==> src/uipc_pkg.sv <==
// uipc_pkg: shared types and constants for the multipurpose pin configuration block
package uipc_pkg;

    // ------------------------------------------------------------
    // pin function encodings
    // ------------------------------------------------------------
    // functions of multipurpose pin seven
    typedef enum logic [1:0] {
        UIPC_P7_GPIO  = 2'h0,
        UIPC_P7_POWER_ENABLE_READY_LOW = 2'h1,
        UIPC_P7_TXLMP = 2'h2,
        UIPC_P7_SUSP  = 2'h3
    } uipc_p7_func_t;

    // functions of multipurpose pin zero; code 3 behaves as gpio
    typedef enum logic [1:0] {
        UIPC_P0_GPIO  = 2'h0,
        UIPC_P0_TXLMP = 2'h1,
        UIPC_P0_TXACT = 2'h2,
        UIPC_P0_RSVD  = 2'h3
    } uipc_p0_func_t;

    // functions of multipurpose pin twelve
    typedef enum logic [1:0] {
        UIPC_P12_GPIO  = 2'h0,
        UIPC_P12_POWER_ENABLE_READY_LOW = 2'h1,
        UIPC_P12_RXLMP = 2'h2,
        UIPC_P12_BCD   = 2'h3
    } uipc_p12_func_t;

    // trigger type of the hid target interrupt input
    typedef enum logic [1:0] {
        UIPC_TRIG_RISE = 2'h0,
        UIPC_TRIG_FALL = 2'h1,
        UIPC_TRIG_HIGH = 2'h2,
        UIPC_TRIG_LOW  = 2'h3
    } uipc_trig_t;

    // ------------------------------------------------------------
    // configuration records
    // ------------------------------------------------------------
    // parameter set held by the fuses
    typedef struct packed {
        logic [15:0] vid;         // usb vendor identifier
        logic [15:0] pid;         // usb product identifier
        logic [1:0] uart_drive;   // 0..3 = 4/8/12/16 mA
        logic [1:0] gpio_drive;   // 0..3 = 4/8/12/16 mA
        uipc_p7_func_t p7_func;
        uipc_p0_func_t p0_func;
        uipc_p12_func_t p12_func;
        uipc_trig_t irq_trig;
        logic [6:0] hid_addr;     // zero means no hid target
        logic bcd_pol;            // 1 = active high
    } uipc_cfg_t;

    // eeprom set: everything in the fuses plus suspend pin levels and the pin eight interrupt enable
    typedef struct packed {
        uipc_cfg_t base;
        logic [2:0] susp_level;   // levels of gpio pins while suspended {p12,p7,p0}
        logic irq_pin_en;         // pin eight used as hid interrupt input
    } uipc_eep_cfg_t;

    // ------------------------------------------------------------
    // values after reset (built-in defaults)
    // ------------------------------------------------------------
    localparam logic [15:0] UIPC_DEF_VID = 16'h1234; // arbitrary value
    localparam logic [15:0] UIPC_DEF_PID = 16'h5678; // arbitrary value
    localparam uipc_cfg_t UIPC_DEF_CFG = '{vid: UIPC_DEF_VID, pid: UIPC_DEF_PID,
        uart_drive: 2'h0, gpio_drive: 2'h0, p7_func: UIPC_P7_SUSP, p0_func: UIPC_P0_TXACT,
        p12_func: UIPC_P12_BCD, irq_trig: UIPC_TRIG_RISE, hid_addr: 7'h00, bcd_pol: 1'b1};
    localparam logic [2:0] UIPC_DEF_SUSP_LEVEL = 3'h0;
    localparam logic UIPC_DEF_IRQ_PIN_EN = 1'b1;

    // lamp toggle divider, cycles of the 25 MHz clock
    localparam int UIPC_CLK_HZ = 25000000;
    localparam int UIPC_LAMP_HZ = 10;
    localparam int UIPC_LAMP_DIV = UIPC_CLK_HZ / (2 * UIPC_LAMP_HZ);

endpackage : uipc_pkg

==> src/uipc_pin_config.sv <==
// uipc_pin_config: config loading and alternate functions of the multipurpose pins
`timescale 1ns/1ps
module uipc_pin_config
    import uipc_pkg::*;
#(
    parameter int LAMP_DIV = UIPC_LAMP_DIV
) (
    input wire logic i_clk,
    input wire logic i_rst_b,
    input wire uipc_cfg_t i_fuse_cfg,
    input wire logic i_fuse_programmed,
    input wire logic i_fuse_enabled,
    input wire logic i_eep_present,
    input wire logic i_eep_valid,
    input wire uipc_eep_cfg_t i_eep_cfg,
    input wire logic i_i2c_idle,
    input wire logic i_i2c_eep_req,
    input wire logic i_i2c_hid_req,
    input wire logic i_usb_suspend,
    input wire logic i_usb_configured,
    input wire logic i_bit_tick,
    input wire logic i_tx_req,
    input wire logic i_tx_last_bit,
    input wire logic i_tx_busy,
    input wire logic i_rx_busy,
    input wire logic i_bcd_detect,
    input wire logic [2:0] i_gpio_out,
    input wire logic [2:0] i_gpio_oe,
    input wire logic i_multipurpose_pin_eight,
    output logic o_multipurpose_pin_zero,
    output logic o_multipurpose_pin_zero_oe,
    output logic o_multipurpose_pin_seven,
    output logic o_multipurpose_pin_seven_oe,
    output logic o_multipurpose_pin_twelve,
    output logic o_multipurpose_pin_twelve_oe,
    output logic o_tx_start,
    output logic o_hid_target_irq_in,
    output logic o_i2c_grant_eep,
    output logic o_i2c_grant_hid,
    output logic o_load_done,
    output uipc_eep_cfg_t o_cfg
);

    // ------------------------------------------------------------
    // configuration loader
    // ------------------------------------------------------------
    typedef enum logic [3:0] {
        LD_DEF  = 4'b0001,
        LD_FUSE = 4'b0010,
        LD_EEP  = 4'b0100,
        LD_DONE = 4'b1000
    } uipc_ld_state_t;

    uipc_ld_state_t ld_state; // loader step
    uipc_eep_cfg_t cfg;       // working configuration
    uipc_eep_cfg_t next_cfg;  // value loaded at this edge

    // choose the source for each loader step
    always_comb begin
        next_cfg = cfg;
        unique case (ld_state)
            LD_DEF: begin
                next_cfg = '{base: UIPC_DEF_CFG, susp_level: UIPC_DEF_SUSP_LEVEL,
                             irq_pin_en: UIPC_DEF_IRQ_PIN_EN};
            end
            LD_FUSE: begin
                if (i_fuse_programmed && i_fuse_enabled) begin
                    next_cfg.base = i_fuse_cfg;
                end
            end
            LD_EEP: begin
                if (i_eep_present && i_eep_valid) begin
                    next_cfg = i_eep_cfg;
                end
            end
            LD_DONE: begin
                next_cfg = cfg;
            end
            default: begin
                next_cfg = cfg;
            end
        endcase
    end

    // loader sequence; eeprom step waits for valid or absence
    always_ff @(posedge i_clk) begin
        if (!i_rst_b) begin
            ld_state <= LD_DEF;
        end else begin
            unique case (ld_state)
                LD_DEF: begin
                    ld_state <= LD_FUSE;
                end
                LD_FUSE: begin
                    ld_state <= LD_EEP;
                end
                LD_EEP: begin
                    if (!i_eep_present || i_eep_valid) begin
                        ld_state <= LD_DONE;
                    end
                end
                LD_DONE: begin
                    ld_state <= LD_DONE;
                end
                default: begin
                    ld_state <= LD_DEF;
                end
            endcase
        end
    end

    // working configuration; frozen once loading finishes
    always_ff @(posedge i_clk) begin
        if (!i_rst_b) begin
            cfg <= '{base: UIPC_DEF_CFG, susp_level: UIPC_DEF_SUSP_LEVEL, irq_pin_en: UIPC_DEF_IRQ_PIN_EN};
        end else if (ld_state != LD_DONE) begin
            cfg <= next_cfg;
        end
    end

    // published configuration and done flag
    always_ff @(posedge i_clk) begin
        if (!i_rst_b) begin
            o_cfg <= '{base: UIPC_DEF_CFG, susp_level: UIPC_DEF_SUSP_LEVEL, irq_pin_en: UIPC_DEF_IRQ_PIN_EN};
            o_load_done <= 1'b0;
        end else begin
            o_cfg <= cfg;
            o_load_done <= (ld_state == LD_DONE);
        end
    end

    uipc_cfg_t act; // functions seen by the pins
    assign act = o_load_done ? o_cfg.base : UIPC_DEF_CFG;

    // ------------------------------------------------------------
    // shared i2c bus arbitration
    // ------------------------------------------------------------
    // grants only change while the bus is idle, so a transfer is never cut
    logic last_eep; // eeprom held the bus last, for fairness
    always_ff @(posedge i_clk) begin
        if (!i_rst_b) begin
            o_i2c_grant_eep <= 1'b0;
            o_i2c_grant_hid <= 1'b0;
            last_eep <= 1'b0;
        end else if (i_i2c_idle) begin
            if (ld_state == LD_EEP) begin
                o_i2c_grant_eep <= 1'b1;
                o_i2c_grant_hid <= 1'b0;
            end else if (i_i2c_eep_req && (!i_i2c_hid_req || !last_eep)) begin
                o_i2c_grant_eep <= 1'b1;
                o_i2c_grant_hid <= 1'b0;
                last_eep <= 1'b1;
            end else if (i_i2c_hid_req && o_load_done) begin
                o_i2c_grant_eep <= 1'b0;
                o_i2c_grant_hid <= 1'b1;
                last_eep <= 1'b0;
            end else begin
                o_i2c_grant_eep <= 1'b0;
                o_i2c_grant_hid <= 1'b0;
            end
        end
    end

    // ------------------------------------------------------------
    // hid target interrupt input
    // ------------------------------------------------------------
    logic irq_prev; // last sample of pin eight
    always_ff @(posedge i_clk) begin
        if (!i_rst_b) begin
            irq_prev <= 1'b0;
            o_hid_target_irq_in <= 1'b0;
        end else begin
            irq_prev <= i_multipurpose_pin_eight;
            if (!o_cfg.irq_pin_en || act.hid_addr == 7'h00) begin
                o_hid_target_irq_in <= 1'b0;
            end else begin
                unique case (act.irq_trig)
                    UIPC_TRIG_RISE: o_hid_target_irq_in <= i_multipurpose_pin_eight && !irq_prev;
                    UIPC_TRIG_FALL: o_hid_target_irq_in <= !i_multipurpose_pin_eight && irq_prev;
                    UIPC_TRIG_HIGH: o_hid_target_irq_in <= i_multipurpose_pin_eight;
                    UIPC_TRIG_LOW: o_hid_target_irq_in <= !i_multipurpose_pin_eight;
                endcase
            end
        end
    end

    // ------------------------------------------------------------
    // transmit-active framing
    // ------------------------------------------------------------
    typedef enum logic [2:0] {
        TX_IDLE = 3'b001,
        TX_LEAD = 3'b010,
        TX_SEND = 3'b100
    } uipc_tx_state_t;

    uipc_tx_state_t tx_state; // framing step
    logic tx_active;          // transmit-active level

    // the lead is timed by the uart bit ticks, so it lasts from one i_bit_tick to the next
    always_ff @(posedge i_clk) begin
        if (!i_rst_b) begin
            tx_state <= TX_IDLE;
            o_tx_start <= 1'b0;
        end else begin
            o_tx_start <= 1'b0;
            unique case (tx_state)
                // lead opens on a bit boundary, so it spans a whole bit
                TX_IDLE: begin
                    if (i_tx_req && i_bit_tick) begin
                        tx_state <= TX_LEAD;
                    end
                end
                TX_LEAD: begin
                    if (i_bit_tick) begin
                        tx_state <= TX_SEND;
                        o_tx_start <= 1'b1;
                    end
                end
                TX_SEND: begin
                    if (i_bit_tick && i_tx_last_bit) begin
                        tx_state <= TX_IDLE;
                    end
                end
            endcase
        end
    end
    assign tx_active = (tx_state != TX_IDLE);

    // ------------------------------------------------------------
    // activity lamps
    // ------------------------------------------------------------
    logic [31:0] lamp_cnt; // divider for the toggle rate
    logic lamp_tick;       // one-cycle enable at toggle rate
    logic send_activity_lamp;
    logic receive_activity_lamp;

    // free-running divider; lamps only toggle while busy
    always_ff @(posedge i_clk) begin
        if (!i_rst_b) begin
            lamp_cnt <= 32'h0;
            lamp_tick <= 1'b0;
        end else begin
            lamp_tick <= (lamp_cnt == 32'(LAMP_DIV - 1));
            lamp_cnt <= (lamp_cnt == 32'(LAMP_DIV - 1)) ? 32'h0 : lamp_cnt + 32'h1;
        end
    end

    // lamps toggle on activity, rest high (off)
    always_ff @(posedge i_clk) begin
        if (!i_rst_b) begin
            send_activity_lamp <= 1'b1;
            receive_activity_lamp <= 1'b1;
        end else begin
            if (!i_tx_busy) begin
                send_activity_lamp <= 1'b1;
            end else if (lamp_tick) begin
                send_activity_lamp <= !send_activity_lamp;
            end
            if (!i_rx_busy) begin
                receive_activity_lamp <= 1'b1;
            end else if (lamp_tick) begin
                receive_activity_lamp <= !receive_activity_lamp;
            end
        end
    end

    // ------------------------------------------------------------
    // pin output multiplexers
    // ------------------------------------------------------------
    logic suspend_indicator_n;   // low while suspended
    logic power_enable_ready_n;  // low when configured and awake
    logic bcd_level;             // charger detect with polarity
    assign suspend_indicator_n = !i_usb_suspend;
    assign power_enable_ready_n = !(o_load_done && i_usb_configured && !i_usb_suspend);
    assign bcd_level = act.bcd_pol ? i_bcd_detect : !i_bcd_detect;

    // gpio pin value; suspend levels from the eeprom take over while suspended
    function automatic logic [1:0] gpio_drive(input logic idx_out, input logic idx_oe, input logic susp_lvl);
        gpio_drive = i_usb_suspend ? {susp_lvl, 1'b1} : {idx_out, idx_oe};
    endfunction

    logic [1:0] p0_next;  // {level, enable}
    logic [1:0] p7_next;
    logic [1:0] p12_next;

    always_comb begin
        unique case (act.p0_func)
            UIPC_P0_TXACT: p0_next = {tx_active, 1'b1};
            UIPC_P0_TXLMP: p0_next = {send_activity_lamp, 1'b1};
            UIPC_P0_GPIO, UIPC_P0_RSVD: p0_next = gpio_drive(i_gpio_out[0], i_gpio_oe[0], o_cfg.susp_level[0]);
        endcase
        unique case (act.p7_func)
            UIPC_P7_SUSP: p7_next = {suspend_indicator_n, 1'b1};
            UIPC_P7_POWER_ENABLE_READY_LOW: p7_next = {power_enable_ready_n, 1'b1};
            UIPC_P7_TXLMP: p7_next = {send_activity_lamp, 1'b1};
            UIPC_P7_GPIO: p7_next = gpio_drive(i_gpio_out[1], i_gpio_oe[1], o_cfg.susp_level[1]);
        endcase
        unique case (act.p12_func)
            UIPC_P12_POWER_ENABLE_READY_LOW: p12_next = {power_enable_ready_n, 1'b1};
            UIPC_P12_RXLMP: p12_next = {receive_activity_lamp, 1'b1};
            UIPC_P12_BCD: p12_next = {bcd_level, 1'b1};
            UIPC_P12_GPIO: p12_next = gpio_drive(i_gpio_out[2], i_gpio_oe[2], o_cfg.susp_level[2]);
        endcase
    end

    // registered pins; one cycle late against the internal sources
    always_ff @(posedge i_clk) begin
        if (!i_rst_b) begin
            o_multipurpose_pin_zero <= 1'b0;
            o_multipurpose_pin_zero_oe <= 1'b0;
            o_multipurpose_pin_seven <= 1'b1;
            o_multipurpose_pin_seven_oe <= 1'b0;
            o_multipurpose_pin_twelve <= 1'b0;
            o_multipurpose_pin_twelve_oe <= 1'b0;
        end else begin
            {o_multipurpose_pin_zero, o_multipurpose_pin_zero_oe} <= p0_next;
            {o_multipurpose_pin_seven, o_multipurpose_pin_seven_oe} <= p7_next;
            {o_multipurpose_pin_twelve, o_multipurpose_pin_twelve_oe} <= p12_next;
        end
    end
endmodule // uipc_pin_config

==> config.mk <==
export PLATFORM = sky130hd
export DESIGN_NAME = uipc_pin_config
export DESIGN_NICKNAME = d
export VERILOG_FILES = /design/src/uipc_pkg.sv /design/src/uipc_pin_config.sv
export SDC_FILE = /design/constraint.sdc
export NUM_CORES = 1
export LEC_CHECK = 0
export ABC_AREA = 0
export BUFFER_PORTS_ARGS = -buffer_cell sky130_fd_sc_hd__buf_2
export CAP_MARGIN = 20
export CORE_MARGIN = 2
export CORE_UTILIZATION = 35
export DETAILED_ROUTE_END_ITERATION = 8
export PLACE_DENSITY = 0.58
export REMOVE_ABC_BUFFERS = 1
export SLEW_MARGIN = 20
export SYNTH_ARGS = -nofsm -noshare
export SYNTH_HDL_FRONTEND = slang
export SYNTH_SLANG_ARGS = --single-unit
==> constraint.sdc <==
create_clock -name i_clk -period 2.95 [get_ports i_clk]
set_input_delay 0.59 -clock i_clk [delete_from_list [all_inputs] [get_ports i_clk]]
set_output_delay 0.59 -clock i_clk [all_outputs]
set_load 0.03 [all_outputs]
==> metrics.yaml <==
synth:
  synth.ff_latch_count: 167
  syn-cell-area_um2: 6644
  ys_warn_count: 0
  ys_seq_area_share_pct: 50.32
  async_flop_share_pct: 0
  avgSynthCellArea_um2: 9.961
  synth_most_common_cell: "dfxtp_1"
  synth_ff_type: "dfxtp_1"
  yosysUniqueCellTypes: 47
  synthTopCellsByArea: "dfxtp_1, mux2_2, a22oi_1"
  synth_top_area_cell: "dfxtp_1"
  netlist_top_cells_count: "dfxtp_1, nor2_1, mux2_2"
  synthCells: 667
  yosys.area.top_type_share_pct: 50.32
  synth_edf_count: 0
timing:
  rsz0062_at_grt: "false"
  timing.final.ws_setup_ns: 0.6866
  drv_slew: 0
  min_period_ns: 2.263
  hold_viol_final: 0
  fmax_mhz: 441.8
  period_share_pct: 76.72
  maxSlewHeadroom_pct: 50.13
  setup-violations-final: 0
  skew_ns: 0.006588
  worstMarginPinSlew_ns: 0.7459
final_layout:
  finalNetCount: 979
  seq_area_um2: 3343
  finish.instance_area_um2: 8467
  area_growth_pct: 27.44
  finish.utilization_pct: 45.42
  multi_input_area_um2: 3098
  nFillCells: 1841
  drive_gt1_share_pct: 35.01
grt:
  grt_pass1_wl_mm: 25.34
  overflow: 0
  grt_max_degree: 62
  grt_pass1_vias: 4992
  antenna_found_initial: 4
  grt_usage_pct: 15.74
die:
  rows: 50
  die-area_um2: 20100
  die_h_um: 141.8
  core_area_um2: 18640
  initial_utilization_pct: 35.64
  chipWidth_um: 141.8
  pin_count: 199
clock_tree:
  hold_buffers: 0
  post_cts_buffers: 0
  clkTransAtPathRegs_ns: 0.07
  cts_resized: 0
  clock_sinks: 167
  ctsHtreeMaxLevel: 4
  cts_tree: "built"
  cts.path.max_buffers: 2
  worstSkewPairLatency_ns: 0.42
  root_buffer: "clkbuf_16"
  cts_buffers: 17
worst_setup_path:
  crit_path_end_kind: "register"
  r2r-start: "ld_state[1]"
  required_ns: 3.26
  critPathLaunchType: "register"
  rr_worst_depth: 4
  critPathMaxFanout: 19
  path_class: "reg2reg"
  critPathArrivalTime_ns: 2.57
  crit_start: "ld_state[1]"
place:
  portBuffers: 198
  place_ws_ns: 0.5139
  place_congestion: 0.7582
  hpwlAfterDp_mm: 11.31
  placed_area_um2: 7844
routing:
  vias: 5488
  wl_per_cell_um: 14.78
  first_pass_iters: 4
  drt-total-wl_mm: 16.16
  viasPerCell: 5.021
  drc: 0
  antenna_left: 0
  drtIter0Drc: 235
worst_hold_path:
  min_from: "i_rx_busy"
  hold_depth: 2
  min_path_type: "in2reg"
power:
  total_power_w: 0.005263
  power.density_nw_per_um2: 621.6
  p_leak_nw: 3.432
  vdd_ir_drop_max_v: 0.0003657
job:
  drv_cap: 0
status:
  status: "finished, final reports clean"
-- layout make-up --
class / count / area share (%)
clock buffer: 18 / 5.069
timing repair buffer: 206 / 12.71
multi-input combinational: 443 / 36.59
inverter: 9 / 0.3990
clock inverter: 14 / 2.231
sequential: 167 / 39.49
tap: 234 / 3.458
antenna: 2 / 0.05911
-- kinds of logic (layout without fill, tap and decap cells) --
family / Yosys count / in the layout / synth area share (%)
simple gates: 243 / 243 / 20.57
flops: 167 / 167 / 50.32
compound gates: 125 / 125 / 13.26
buf+inv: 57 / 247 / 3.691
mux: 56 / 56 / 9.491
xor+xnor: 16 / 16 / 2.109
fa+ha+maj: 3 / 3 / 0.5650
other cells: 0 / 2 / 0
-- critical path, stage by stage (launching register included) --
cell     delay [ns]
dfxtp_1        0.62
xnor2_1        0.12
or4_1          0.76
a221o_1        0.40
mux2_2         0.26
-- sequential cells by signal (all words and copies together), names as in the netlist, 3 cells and up --
name	flops
ld_state	4
lamp_cnt	32
tx_state	3
o_cfg	56
cfg	56
-- power breakdown --
group,internal [W],switching (W),total (W)
clock network,0.00136,0.000949,0.00231
registers,0.00233,0.0000451,0.00237
logic,0.000270,0.000314,0.000583
total,0.00396,0.00131,0.00526
-- cells in the final DEF (no fill, tap or decap), drive strengths merged, types with 9 or more instances in the layout --
| cell type | count |
|---|---|
| a221o | 19 |
| o31ai | 15 |
| a21oi | 28 |
| xnor2 | 9 |
| or4 | 15 |
| a22oi | 36 |
| dfxtp | 167 |
| mux2 | 56 |
| nand2 | 20 |
| inv | 15 |
| and2 | 41 |
| nand4 | 15 |
| buf | 206 |
| clkbuf | 18 |
| nand2b | 26 |
| nor2 | 61 |
| o21ai | 16 |
| nor4 | 12 |
| nand3 | 19 |
-- worst paths after layout --
path	endpoint	slack, ns
max	cfg[14]	0.69
min	receive_activity_lamp	0.36
max reg2reg	cfg[14]	0.69
min reg2reg	o_cfg[42]	0.43
-- through the flow --
step,TNS (ns),hold WS (ns),instances
detailed placement,0,0.4159,1059
global placement,0,0.4136,1059
CTS,0,0.3536,1091
floorplan,-38.80,0.4035,619
finish,0,0.3627,1093
global route,0,0.3530,1091
-- layer usage --
metal	part of all wire [%]	vias to the layer above	track usage, %	routed length (um)
met5	0.19	-	0	30
met4	1.4	4	4.737	226
met3	5.2	21	4.522	845
met2	48	130	26.21	7773
met1	45	2540	19.82	7284
li1	-	2793	-	-
No activity file was read; power rests on OpenSTA's default activity.
